File: config.mk
export PLATFORM = sky130hd
export DESIGN_NAME = blit_raster_state_regs
export DESIGN_NICKNAME = d
export VERILOG_FILES = /design/src/blit_pkg.sv /design/src/blit_raster_state_regs.sv
export VERILOG_INCLUDE_DIRS = /design/src
export SDC_FILE = /design/constraint.sdc
export NUM_CORES = 1
export LEC_CHECK = 0
export BUFFER_PORTS_ARGS = -buffer_cell sky130_fd_sc_hd__buf_2
export CAP_MARGIN = 20
export CORE_MARGIN = 4
export CORE_UTILIZATION = 64
export CTS_CLUSTER_SIZE = 24
export DETAILED_ROUTE_END_ITERATION = 10
export PLACE_DENSITY = 0.86
export SLEW_MARGIN = 20
export SYNTH_ARGS = -nofsm -noshare
export SYNTH_HDL_FRONTEND = slang
export SYNTH_SLANG_ARGS = --single-unit
export TNS_END_PERCENT = 50
File: constraint.sdc
create_clock -name CLK_I -period 5.05 [get_ports CLK_I]
set_input_delay 0.7575 -clock CLK_I [delete_from_list [all_inputs] [get_ports CLK_I]]
set_output_delay 0.7575 -clock CLK_I [all_outputs]
set_load 0.03 [all_outputs]
File: src/blit_cfg.svh
`ifndef BLIT_CFG_SVH
`define BLIT_CFG_SVH

// register offsets, byte addresses on the plain register port
`define BLIT_ADDR_W 20
`define BLIT_OFF_DEST_ADDR 20'h40024
`define BLIT_OFF_ROP_CTRL 20'h40034
`define BLIT_OFF_DEST_SIZE 20'h40038
`define BLIT_OFF_PAT_ADDR 20'h4003C
`define BLIT_OFF_PAT_BG 20'h40040
`define BLIT_OFF_PAT_FG 20'h40044
`define BLIT_OFF_SRC_BG 20'h40048
`define BLIT_OFF_SRC_FG 20'h4004C
`define BLIT_OFF_OPERAND 20'h40050
`define BLIT_OFF_STATUS 20'h40054
`define BLIT_OFF_MONO_PAT_LO 20'h40058
`define BLIT_OFF_MONO_PAT_HI 20'h4005C

// control register fields
`define BLIT_BIT_SOLID 31
`define BLIT_BIT_CLIP 30
`define BLIT_BIT_SRC_TRANS 29
`define BLIT_BIT_PAT_TRANS 28
`define BLIT_DEPTH_HI 25
`define BLIT_DEPTH_LO 24
`define BLIT_ROP_HI 23
`define BLIT_ROP_LO 16
`define BLIT_PITCH_HI 15
`define BLIT_PITCH_LO 0

// size register fields
`define BLIT_HEIGHT_HI 28
`define BLIT_HEIGHT_LO 16
`define BLIT_WIDTH_HI 12
`define BLIT_WIDTH_LO 0

// operand select register fields
`define BLIT_BIT_SRC_MONO 0
`define BLIT_BIT_PAT_MONO 1

// address masks and reset values
`define BLIT_ADDR_MASK 32'h1FFFFFFF
`define BLIT_PAT_ADDR_MASK 32'h1FFFFFC0
`define BLIT_SIZE_MASK 32'h1FFF1FFF
`define BLIT_RESET_WORD 32'h00000000

`endif

File: src/blit_pkg.sv
`default_nettype none
package blit_pkg;

    typedef enum logic [1:0] {
        BLIT_DEPTH_8,
        BLIT_DEPTH_16,
        BLIT_DEPTH_24,
        BLIT_DEPTH_RSVD
    } blit_depth_e;

    typedef enum logic [1:0] {
        BLIT_IDLE,
        BLIT_PIXEL,
        BLIT_LINE_END
    } blit_state_e;

    typedef logic [31:0] blit_word_t;

endpackage
`default_nettype wire

File: src/blit_raster_state_regs.sv
// Overview of operation
// - clip-enable bit one enables destination clipping, zero disables it
// - source transparency only acts when the source operand is monochrome
// - source transparency clear: zero source bits use source background
// - source transparency set: pixels with zero source bit not written
// - pattern transparency only acts when the pattern is monochrome
// - pattern transparency clear: zero pattern bits use pattern background
// - pattern transparency set: pixels with zero pattern bit not written unless solid pattern set
// - depth code 00 is 8 bit, 01 16 bit, 10 24 bit, 11 reserved
// - eight-bit raster code picks one of 256 source/pattern/dest combos
// - after each line, signed pitch is added to the line start address
// - 13-bit height is a working line counter updated while running
// - 13-bit width holds bytes per line; pixels depend on depth
// - patterns are 8 by 8; mono pattern comes in with instruction
// - low six bits of the pattern address always read zero
// - colours use 32, 16 or 8 low bits according to depth
// - mono pattern expansion uses the pattern fg and bg registers
// - source background feeds zero source bits; solid fill uses pattern background
// - mono source expansion foreground comes from source fg register
// - writing the destination address register starts the transfer
// - solid pattern set forces background operand for mono patterns only
`timescale 1ns/1ps
`default_nettype none
`include "blit_cfg.svh"

module blit_raster_state_regs #(
    parameter int ADDR_W = `BLIT_ADDR_W
) (
    input wire logic CLK_I,
    input wire logic RESET_I,
    // register port
    input wire logic [ADDR_W-1:0] REG_ADDR_I,
    input wire logic [31:0] REG_WDATA_I,
    input wire logic REG_WR_I,
    input wire logic REG_RD_I,
    output logic [31:0] REG_RDATA_O,
    // per-pixel operand stream
    input wire logic PIX_VALID_I,
    input wire logic PIX_SRC_BIT_I,
    input wire logic [31:0] PIX_SRC_COLOR_I,
    input wire logic [31:0] PIX_PAT_COLOR_I,
    input wire logic [31:0] PIX_DST_I,
    // destination write
    output logic MEM_WR_O,
    output logic [3:0] MEM_BE_O,
    output logic [28:0] MEM_ADDR_O,
    output logic [31:0] MEM_WDATA_O,
    output logic PAT_FETCH_O,
    output logic CLIP_EN_O,
    output logic BUSY_O
);
    import blit_pkg::*;

    // ==================================================================
    // state registers
    blit_pkg::blit_word_t raster_op_control_reg;
    // height field doubles as the live line counter
    blit_pkg::blit_word_t dest_size_reg;
    blit_pkg::blit_word_t pattern_address_reg;
    blit_pkg::blit_word_t pattern_bg_reg;
    blit_pkg::blit_word_t pattern_fg_reg;
    blit_pkg::blit_word_t source_bg_reg;
    blit_pkg::blit_word_t source_fg_reg;
    blit_pkg::blit_word_t destination_address_reg;
    logic [1:0] operand_mono;
    logic [63:0] mono_pattern;
    blit_state_e state;
    logic [12:0] byte_left;
    logic [28:0] line_start;
    logic [5:0] pat_index;

    // ==================================================================
    // helper functions
    // colour trimmed to the active depth
    // 24-bit depth keeps the whole word for 32-bit colour registers
    function automatic logic [31:0] trim_color(input logic [31:0] c,
                                               input logic [1:0] d);
        logic [31:0] r;
        r = 32'h00000000;
        case (d)
            2'h0: r = {24'h000000, c[7:0]};
            2'h1: r = {16'h0000, c[15:0]};
            default: r = c;
        endcase
        return r;
    endfunction

    // byte enables for one pixel at the depth
    function automatic logic [3:0] depth_be(input logic [1:0] d);
        logic [3:0] r;
        r = 4'h0;
        case (d)
            2'h0: r = 4'h1;
            2'h1: r = 4'h3;
            2'h2: r = 4'h7;
            default: r = 4'h0;
        endcase
        return r;
    endfunction

    // bytes per pixel at the depth
    function automatic logic [12:0] depth_bytes(input logic [1:0] d);
        logic [12:0] r;
        r = 13'h0001;
        case (d)
            2'h1: r = 13'h0002;
            2'h2: r = 13'h0003;
            default: r = 13'h0001;
        endcase
        return r;
    endfunction

    // ==================================================================
    // field decode
    wire logic solid_pat = raster_op_control_reg[`BLIT_BIT_SOLID];
    wire logic clip_en = raster_op_control_reg[`BLIT_BIT_CLIP];
    wire logic src_trans = raster_op_control_reg[`BLIT_BIT_SRC_TRANS];
    wire logic pat_trans = raster_op_control_reg[`BLIT_BIT_PAT_TRANS];
    wire logic [1:0] depth =
        raster_op_control_reg[`BLIT_DEPTH_HI:`BLIT_DEPTH_LO];
    wire logic [7:0] rop_code =
        raster_op_control_reg[`BLIT_ROP_HI:`BLIT_ROP_LO];
    // pitch is signed; it is sign-extended where it is added
    wire logic [15:0] dest_pitch =
        raster_op_control_reg[`BLIT_PITCH_HI:`BLIT_PITCH_LO];
    wire logic [12:0] dest_height =
        dest_size_reg[`BLIT_HEIGHT_HI:`BLIT_HEIGHT_LO];
    wire logic [12:0] dest_width =
        dest_size_reg[`BLIT_WIDTH_HI:`BLIT_WIDTH_LO];
    wire logic src_mono = operand_mono[`BLIT_BIT_SRC_MONO];
    wire logic pat_mono = operand_mono[`BLIT_BIT_PAT_MONO];

    // ==================================================================
    // bus decode
    wire logic wr_rop = REG_WR_I && REG_ADDR_I == `BLIT_OFF_ROP_CTRL;
    wire logic wr_size = REG_WR_I && REG_ADDR_I == `BLIT_OFF_DEST_SIZE;
    wire logic wr_pata = REG_WR_I && REG_ADDR_I == `BLIT_OFF_PAT_ADDR;
    wire logic wr_patbg = REG_WR_I && REG_ADDR_I == `BLIT_OFF_PAT_BG;
    wire logic wr_patfg = REG_WR_I && REG_ADDR_I == `BLIT_OFF_PAT_FG;
    wire logic wr_srcbg = REG_WR_I && REG_ADDR_I == `BLIT_OFF_SRC_BG;
    wire logic wr_srcfg = REG_WR_I && REG_ADDR_I == `BLIT_OFF_SRC_FG;
    wire logic wr_oper = REG_WR_I && REG_ADDR_I == `BLIT_OFF_OPERAND;
    wire logic wr_mlo = REG_WR_I && REG_ADDR_I == `BLIT_OFF_MONO_PAT_LO;
    wire logic wr_mhi = REG_WR_I && REG_ADDR_I == `BLIT_OFF_MONO_PAT_HI;
    // destination address write starts a transfer only when idle
    wire logic wr_dest = REG_WR_I && REG_ADDR_I == `BLIT_OFF_DEST_ADDR;
    wire logic busy = state != BLIT_IDLE;

    // read mux; unmapped addresses read zero
    logic [31:0] rd_mux;
    always_comb begin
        rd_mux = 32'h00000000;
        case (REG_ADDR_I)
            `BLIT_OFF_DEST_ADDR: rd_mux = destination_address_reg;
            `BLIT_OFF_ROP_CTRL: rd_mux = raster_op_control_reg;
            `BLIT_OFF_DEST_SIZE: rd_mux = dest_size_reg;
            `BLIT_OFF_PAT_ADDR:
                rd_mux = pattern_address_reg & `BLIT_PAT_ADDR_MASK;
            `BLIT_OFF_PAT_BG: rd_mux = pattern_bg_reg;
            `BLIT_OFF_PAT_FG: rd_mux = pattern_fg_reg;
            `BLIT_OFF_SRC_BG: rd_mux = source_bg_reg;
            `BLIT_OFF_SRC_FG: rd_mux = source_fg_reg;
            `BLIT_OFF_OPERAND: rd_mux = {30'h00000000, operand_mono};
            // status lets software poll for the end of a transfer
            `BLIT_OFF_STATUS: rd_mux = {31'h00000000, busy};
            `BLIT_OFF_MONO_PAT_LO: rd_mux = mono_pattern[31:0];
            `BLIT_OFF_MONO_PAT_HI: rd_mux = mono_pattern[63:32];
            default: rd_mux = 32'h00000000;
        endcase
    end

    // ==================================================================
    // pixel datapath
    // pattern rows step per line, columns per pixel
    // 8x8 mono pattern bit for this pixel
    wire logic pat_bit = mono_pattern[pat_index];
    // source expansion, fg, bg when zero
    // pattern background, not source background, is the solid fill colour
    wire logic [31:0] src_op = !src_mono ? PIX_SRC_COLOR_I :
        (PIX_SRC_BIT_I ? source_fg_reg : source_bg_reg);
    wire logic [31:0] pat_op = !pat_mono ? PIX_PAT_COLOR_I :
        (solid_pat ? pattern_bg_reg :
        (pat_bit ? pattern_fg_reg : pattern_bg_reg));
    wire logic [31:0] s_t = trim_color(src_op, depth);
    wire logic [31:0] p_t = trim_color(pat_op, depth);
    wire logic [31:0] d_t = trim_color(PIX_DST_I, depth);

    // raster operation, bit index {pattern, source, destination}
    logic [31:0] rop_out;
    always_comb begin
        rop_out = 32'h00000000;
        for (int i = 0; i < 32; i++) begin
            rop_out[i] = rop_code[{p_t[i], s_t[i], d_t[i]}];
        end
    end

    // write data cut to the pixel bytes; top byte idle at 24 bit
    wire logic [31:0] rop_trim = (depth == 2'h2) ?
        {8'h00, rop_out[23:0]} : trim_color(rop_out, depth);

    // source suppress only for mono zero bits
    wire logic src_skip = src_mono && src_trans && !PIX_SRC_BIT_I;
    // a solid pattern never makes a pixel transparent
    // pattern suppress only for mono zero bits
    wire logic pat_skip = pat_mono && pat_trans && !solid_pat && !pat_bit;
    wire logic [3:0] pix_be = (src_skip || pat_skip) ? 4'h0 : depth_be(depth);
    wire logic [12:0] pix_bytes = depth_bytes(depth);
    wire logic last_pix = byte_left <= pix_bytes;
    wire logic pix_take = state == BLIT_PIXEL && PIX_VALID_I;
    wire logic [28:0] next_line_start =
        line_start + {{13{dest_pitch[15]}}, dest_pitch};

    // ==================================================================
    // register writes
    // colours and modes may change at any time; next pixel uses them
    always_ff @(posedge CLK_I) begin
        if (RESET_I) begin
            raster_op_control_reg <= `BLIT_RESET_WORD;
            pattern_address_reg <= `BLIT_RESET_WORD;
            pattern_bg_reg <= `BLIT_RESET_WORD;
            pattern_fg_reg <= `BLIT_RESET_WORD;
            source_bg_reg <= `BLIT_RESET_WORD;
            source_fg_reg <= `BLIT_RESET_WORD;
            operand_mono <= 2'h0;
            mono_pattern <= 64'h0000000000000000;
        end else begin
            if (wr_rop) raster_op_control_reg <= REG_WDATA_I;
            if (wr_pata) pattern_address_reg <= REG_WDATA_I;
            if (wr_patbg) pattern_bg_reg <= REG_WDATA_I;
            if (wr_patfg) pattern_fg_reg <= REG_WDATA_I;
            if (wr_srcbg) source_bg_reg <= REG_WDATA_I;
            if (wr_srcfg) source_fg_reg <= REG_WDATA_I;
            if (wr_oper) operand_mono <= REG_WDATA_I[1:0];
            if (wr_mlo) mono_pattern[31:0] <= REG_WDATA_I;
            if (wr_mhi) mono_pattern[63:32] <= REG_WDATA_I;
        end
    end

    // ==================================================================
    // transfer sequencer
    always_ff @(posedge CLK_I) begin
        if (RESET_I) begin
            state <= BLIT_IDLE;
            dest_size_reg <= `BLIT_RESET_WORD;
            destination_address_reg <= `BLIT_RESET_WORD;
            byte_left <= 13'h0000;
            line_start <= 29'h00000000;
            pat_index <= 6'h00;
        end else begin
            case (state)
                BLIT_IDLE: begin
                    if (wr_size) begin
                        dest_size_reg <= REG_WDATA_I & `BLIT_SIZE_MASK;
                    end
                    if (wr_dest) begin
                        destination_address_reg <=
                            REG_WDATA_I & `BLIT_ADDR_MASK;
                        line_start <= REG_WDATA_I[28:0];
                        byte_left <= dest_width;
                        pat_index <= 6'h00;
                        // zero width or height is not started; the sequencer stays idle
                        // reserved depth runs but writes nothing
                        if (dest_height != 13'h0000 &&
                            dest_width != 13'h0000) begin
                            state <= BLIT_PIXEL;
                        end
                    end
                end
                BLIT_PIXEL: begin
                    if (pix_take) begin
                        pat_index[2:0] <= pat_index[2:0] + 3'h1;
                        destination_address_reg[28:0] <=
                            destination_address_reg[28:0] +
                            {16'h0000, pix_bytes};
                        byte_left <= byte_left - pix_bytes;
                        if (last_pix) begin
                            state <= BLIT_LINE_END;
                        end
                    end
                end
                BLIT_LINE_END: begin
                    // idle cycle per line keeps the pitch add apart
                    // address reloads from line start, not pixel walk
                    // next line from pitch
                    line_start <= next_line_start;
                    destination_address_reg[28:0] <= next_line_start;
                    byte_left <= dest_width;
                    pat_index <= {pat_index[5:3] + 3'h1, 3'h0};
                    dest_size_reg[`BLIT_HEIGHT_HI:`BLIT_HEIGHT_LO] <=
                        dest_height - 13'h0001;
                    if (dest_height == 13'h0001) begin
                        state <= BLIT_IDLE;
                    end else begin
                        state <= BLIT_PIXEL;
                    end
                end
                default: state <= BLIT_IDLE;
            endcase
        end
    end

    // ==================================================================
    // registered outputs
    always_ff @(posedge CLK_I) begin
        if (RESET_I) begin
            REG_RDATA_O <= 32'h00000000;
            MEM_WR_O <= 1'b0;
            MEM_BE_O <= 4'h0;
            MEM_ADDR_O <= 29'h00000000;
            MEM_WDATA_O <= 32'h00000000;
            PAT_FETCH_O <= 1'b0;
            CLIP_EN_O <= 1'b0;
            BUSY_O <= 1'b0;
        end else begin
            // read data stand one cycle, then return to zero
            REG_RDATA_O <= REG_RD_I ? rd_mux : 32'h00000000;
            MEM_WR_O <= pix_take && pix_be != 4'h0;
            MEM_BE_O <= pix_take ? pix_be : 4'h0;
            // address of the pixel taken on this edge
            MEM_ADDR_O <= destination_address_reg[28:0];
            MEM_WDATA_O <= rop_trim;
            // mono patterns come with the command, colour ones are read
            // no pattern reads when mono; solid does not stop them
            PAT_FETCH_O <= busy && !pat_mono;
            // plain copy; the clipping itself happens downstream
            // clip enable
            CLIP_EN_O <= clip_en;
            BUSY_O <= busy;
        end
    end

endmodule

`default_nettype wire

# Word-level counts from Yosys, hierarchy flattened
# Cells that the tools add are included.
dict set report op_classes {
  magnitude_cmp 34
  addsub 6
  reduce_logical 41
  n_eq_ne 22
  bitwise_logic 2
  muxes 100
}
# cell n
set op_table {}
lappend op_table {{$pmux 32 s12} 1}
lappend op_table {{$pmux 32 s2} 4}
lappend op_table {{$eq 20x19->1 const B} 12}
lappend op_table {{$mux 32} 5}
lappend op_table {{$lt 3x4->1 const B} 32}
lappend op_table {{$mux 29} 4}
lappend op_table {{$bmux 1 s3} 32}
lappend op_table {{$pmux 29 s3} 1}
lappend op_table {{$pmux 29 s2} 1}
lappend op_table {{$pmux 13 s3} 1}
lappend op_table {{$mux 1} 34}
lappend op_table {{$add 29x13->29} 1}
lappend op_table {{$add 29x29->29} 1}
lappend op_table {{$mux 13} 2}
lappend op_table {{$pmux 13 s2} 1}
lappend op_table {{$reduce_bool 13->1} 2}
lappend op_table {{$mux 24} 1}
lappend op_table {{$logic_and 1x1->1} 20}
lappend op_table {{$pmux 3 s3} 2}
lappend op_table {{$eq 13x1->1 const B} 1}
lappend op_table {{$le 13x13->1} 1}
lappend op_table {{$sub 13x1->13 const B} 1}
lappend op_table {{$sub 13x13->13} 1}
lappend op_table {{$ne 2x2->1 const B} 5}
lappend op_table {{23 further kinds} 39}
dict set report word_totals {
  in_bits 154
  word_cells 231
  out_inout_bits 101
  register_bits 461
}

# Longest topological paths before layout
dict set report depth {
  word_depth 10
  depth_mapped 15
  depth_no_buf 15
}

# Worst setup path after synthesis
# Ideal clock, no wire load.
dict set report synth_path {
  path_type {reg2reg}
  from {register raster_op_control_reg[15]}
  to {register line_start[26]}
  period_less_slack_ns 2.890
  n_path_buf 1
  setup_slack_ns 2.160
  setup_time_ns 0.114
  required_ns 4.936
  path_stages_with_launch 12
  t_arrival_ns 2.776
  path_cell_list {dfxtp_1 > ha_1 > clkbuf_1 > a21o_1 > a311o_1 > a221o_1 > nand2b_1 > nand2_1 > o2111ai_1 > mux2i_1 > nor2_1 > a2111oi_0}
}
dict set report synth_between {
  elab_chain_cells 2
}
# item line
set synth_rtl {}
lappend synth_rtl {{from (decl)} blit_raster_state_regs.sv:56} ;# blit_pkg::blit_word_t raster_op_control_reg;
lappend synth_rtl {{from (signal assigned)} blit_raster_state_regs.sv:218} ;# raster_op_control_reg <= `BLIT_RESET_WORD;
lappend synth_rtl {{$add 29x29->29} blit_raster_state_regs.sv:211} ;# line_start + {{13{dest_pitch[15]}}, dest_pitch};
lappend synth_rtl {{$pmux 29 s2} blit_raster_state_regs.sv:250} ;# case (state)
lappend synth_rtl {{to (signal assigned)} blit_raster_state_regs.sv:258} ;# line_start <= REG_WDATA_I[28:0];
lappend synth_rtl {{to (signal assigned)} blit_raster_state_regs.sv:285} ;# line_start <= next_line_start;
lappend synth_rtl {{to (decl)} blit_raster_state_regs.sv:69} ;# logic [28:0] line_start;
# Every way passes these cells.
# A chain may end at the register's enable or synchronous reset.

# Worst setup path in the final report
dict set report layout_path {
  from {register pat_index[1]}
  to {register MEM_WDATA_O[17]}
}
dict set report layout_between {
  elab_chain_cells 10
}
# item line
set layout_rtl {}
lappend layout_rtl {{from (decl)} blit_raster_state_regs.sv:70} ;# logic [5:0] pat_index;
lappend layout_rtl {{from (signal assigned)} blit_raster_state_regs.sv:271} ;# pat_index[2:0] <= pat_index[2:0] + 3'h1;
lappend layout_rtl {{from (signal assigned)} blit_raster_state_regs.sv:288} ;# pat_index <= {pat_index[5:3] + 3'h1, 3'h0};
lappend layout_rtl {{$bmux 1 s6 *} blit_raster_state_regs.sv:176} ;# wire logic pat_bit = mono_pattern[pat_index];
lappend layout_rtl {{$mux 1 (implied by the code) *} blit_raster_state_regs.sv:176}
lappend layout_rtl {{$mux 32 *} blit_raster_state_regs.sv:183} ;# (pat_bit ? pattern_fg_reg : pattern_bg_reg));
lappend layout_rtl {{$mux 32 *} blit_raster_state_regs.sv:182} ;# (solid_pat ? pattern_bg_reg :
lappend layout_rtl {{$mux 32 *} blit_raster_state_regs.sv:181} ;# wire logic [31:0] pat_op = !pat_mono ? PIX_PAT_COLOR_I :
lappend layout_rtl {{$pmux 32 s2 *} blit_raster_state_regs.sv:80} ;# case (d)
lappend layout_rtl {{$bmux 1 s3 *} blit_raster_state_regs.sv:193} ;# rop_out[i] = rop_code[{p_t[i], s_t[i], d_t[i]}];
lappend layout_rtl {{$mux 1 (implied by the code) *} blit_raster_state_regs.sv:193}
lappend layout_rtl {{$pmux 32 s2} blit_raster_state_regs.sv:80}
lappend layout_rtl {{$mux 24 *} blit_raster_state_regs.sv:198} ;# wire logic [31:0] rop_trim = (depth == 2'h2) ?
lappend layout_rtl {{to (signal assigned)} blit_raster_state_regs.sv:321} ;# MEM_WDATA_O <= rop_trim;
lappend layout_rtl {{to (decl)} blit_raster_state_regs.sv:47} ;# output logic [31:0] MEM_WDATA_O,
# Every way passes the cells marked *; elsewhere a longest branch is shown, timed or not. The select of a mux whose other input is x is not followed.

==> results_dict.tcl <==
set metrics [dict create \
    slew_headroom_pct 21.0 \
    grt_overflow_total 0 \
    slowest_delay_ns 1.02 \
    setup_viol 0 \
    cts_buffers 48 \
    final_common_cell "nand2_1" \
    path_class "reg2reg" \
    synth_top_family_by_area "compound AO/OA/AOI/OAI gates" \
    wl_per_cell_um 24.3 \
    grtUsageTotal_pct 40.8 \
    path_buf_inv 0 \
    crit_arrival_ns 4.24 \
    h-tree-depth 2 \
    wl_um 88100 \
    synth_compound_area_share_pct 21.4 \
    cellPowerDensity_nw_per_um2 367 \
    ys_seq_area_share_pct 37.5 \
    grt_pass1_wl_um 134000 \
    syn_nets 3216 \
    hpwl_um 58500 \
    ctsRootBufferMaster "clkbuf_16" \
    status "completed" \
    crit_end "MEM_WDATA_O[17]" \
    yosysWarnings 0 \
    initial_core_util_pct 64.7 \
    rr_startpoint "pat_index[1]" \
    synth_edf_count 0 \
    drt_iter0_markers 4131 \
    die_w_um 203 \
    cts_sinks 454 \
    skew_ns 0.0219 \
    cts_tree "done" \
    end_kind "flop" \
    setup_tns_ns 0 \
    final_cell_mix "nand2_1 (673), dfxtp_1 (444), a21oi_1 (386)" \
    ctsResizeCount 0 \
    dp.cells 3533 \
    fin_crit_ns 3.79 \
    gp_congestion 1.03 \
    yosys.area_share.xor_xnor_pct 1.77 \
    path_depth 9 \
    coreArea_sq_um 37500 \
    wl_met1_um 30300 \
    clock_power_share_pct 39.7 \
    ant_nets 0 \
    rsz0062_at_grt "false" \
    yosysTopAreaCell "dfxtp_1" \
    regToRegSetupSlack_ns 1.26 \
    power_leakage_nw 9.88 \
    drc 0 \
    netlist_area_sq_um 24200 \
    fill_cells 2849 \
    cp_common_cell "mux2i_1" \
    reg2reg_to "MEM_WDATA_O[17]" \
    synth-simple-area-share_pct 19.3 \
    synth-seq-cells 454 \
    maxCapViolations 0 \
    antenna_found_initial 3 \
    worst-endpoint-required_ns 5.50 \
    worstSetupStartpointType "flop" \
    syn_inst 3013 \
    finalNonFillerCells 3623 \
    firstDrtPassIters 8 \
    r2r_cells 9 \
    die_h_um 203 \
    clk_path_buf_depth 3 \
    synth_top_area_share_pct 37.5 \
    cts.reportedPaths.clkPinSlew_ns 0.06 \
    cp_slowest_cell "dfxtp_1" \
    io-pin-count 255 \
    p_int_mw 6.77 \
    die_area_sq_um 41100 \
    area_growth_pct 11.7 \
    comb_power_share_pct 19.5 \
    slew_violations 0 \
    worstSkewPairLatency_ns 0.60 \
    synth_cell_type_count 69 \
    top_register "mono_pattern" \
    path_max_fanout 32 \
    via_per_inst 6.94 \
    met2_length_um 38300 \
    post_cts_buffers 0 \
    async_flop_share_pct 0 \
    muxShareOfSynthArea_pct 11.8 \
    top_layer "met5" \
    synth_fa_ha_area_share_pct 2.62 \
    crit_start "pat_index[1]" \
    drive_above_1_share_pct 15.7 \
    grt_pass1_vias 23748 \
    crit_chain "mux4_1 -> mux2i_1 -> nor3b_1 -> a211o_1 -> o311a_4 -> mux2i_1 -> a21oi_1 -> mux2i_1 -> nor2_1" \
    fmax_mhz 264 \
    path_delay_family "multiplexers" \
    layout.nets 3275 \
    vdd_drop_max_uv 359 \
    p_switching_mw 3.17 \
    hp-class "reg2reg" \
    rows 71 \
    period_share_pct 75.1 \
    num_vias 25152 \
    p_seq_share_pct 40.8 \
    grt_max_degree 217 \
    wl_met3_um 11900 \
    hold_viol_final 0 \
    yosys-top-cells-area "dfxtp_1 (37%), nand2_1 (10%), a21oi_1 (8.0%), mux4_2 (7.0%), mux2i_1 (4.6%)" \
    largest_reg_flops 64 \
    worst_pin_slew_ns 1.19 \
    sw_frac_of_total_pct 31.9 \
    cts-hold-fix-buffers 0 \
    ys.flop_type "dfxtp_1" \
    synth.avg_cell_area_sq_um 8.05 \
    io_buffers 253 \
]
-- cell type report --
| type | count | area [sq um] | share of cell area, % |
|---|---|---|---|
| Multi-Input combinational cell | 2244 | 13900 | 51.3 |
| Sequential cell | 454 | 9100 | 33.6 |
| Timing Repair Buffer | 293 | 1590 | 5.87 |
| Clock buffer | 62 | 1350 | 4.97 |
| Tap cell | 511 | 639 | 2.36 |
| Clock inverter | 27 | 409 | 1.51 |
| Inverter | 31 | 116 | 0.430 |
| Antenna cell | 1 | 2.50 | 0.00924 |
-- worst min-delay path, cell delays in order, from the launching register on --
cell and delay [ns]:
dfxtp_1 0.31, nand2_1 0.05, a21oi_1 0.05
-- how the worst min path moves through the flow --
stage	end	slack (ns)	cells past startpoint	start
floorplan	raster_op_control_reg[26]	0.43	2	raster_op_control_reg[26]
global placement	byte_left[0]	0.44	2	byte_left[0]
detailed placement	pattern_address_reg[12]	0.45	2	pattern_address_reg[12]
CTS	pattern_address_reg[12]	0.45	2	pattern_address_reg[12]
global route	pattern_address_reg[12]	0.47	2	pattern_address_reg[12]
finish	pattern_address_reg[12]	0.46	2	pattern_address_reg[12]
-- stage by stage --
stage                     util (%)  hold slack (ns)  total power [mW]  area [sq um]  worst slack, ns
after detailed placement      67.5            0.447              5.99         25300             1.12
after global placement        67.5            0.438              5.93         25300             1.34
final                         72.3            0.457              9.94         27100             1.26
after CTS                     72.2            0.455              9.87         27100             1.16
after floorplan                  -            0.432              5.35         24200             2.16
after global routing          72.3            0.474              10.3         27100             1.19
-- per-layer routing --
layer | vias up | GRT usage (%)
met3 | 548 | 10.0
met5 | - | 0
li1 | 10804 | -
met4 | 4 | 27.6
met2 | 2234 | 62.3
met1 | 11562 | 51.5
-- synth_stat cells (5+ instances only) --
library cell / count
a31oi_1: 42
a21oi_1: 387
buf_4: 5
a21o_1: 25
inv_1: 31
xor2_1: 24
nand2b_1: 10
nor2_1: 228
and2_1: 15
a221oi_1: 47
nand2_1: 675
or4_1: 8
a22o_1: 10
xnor2_1: 25
mux2i_1: 111
dfxtp_1: 454
o22ai_1: 5
nand4_1: 8
ha_1: 46
buf_2: 43
a211oi_1: 65
o21ai_0: 83
buf_1: 5
a311oi_1: 6
a22oi_1: 105
nand3_1: 44
o31ai_1: 8
mux4_2: 75
nor3_1: 28
or3_1: 10
clkbuf_1: 222
a211o_1: 5
nor2b_1: 41
a222oi_1: 10
and3_1: 14
or2_2: 5
nor4_1: 17
o211ai_1: 6
-- kinds of logic (layout without fill, tap and decap cells) --
kind of cell,count (synthesis),after routing
flip-flops,454,454
adder cells (fa/ha/maj),49,49
XOR/XNOR,49,49
buffers and inverters,315,413
AND/OR/NAND/NOR,1118,1118
AO/OA/AOI/OAI,836,836
multiplexers,191,191
other,1,2
-- power by group through the flow --
stage	clock, mW	sequential, mW	combinational [mW]
after floorplan	0	4.09	1.26
after global placement	0	4.12	1.81
after detailed placement	0	4.12	1.87
after CTS	3.94	4.05	1.89
after global routing	4.10	4.07	2.09
final	3.95	4.06	1.94
No activity file was read; power rests on OpenSTA's default activity.
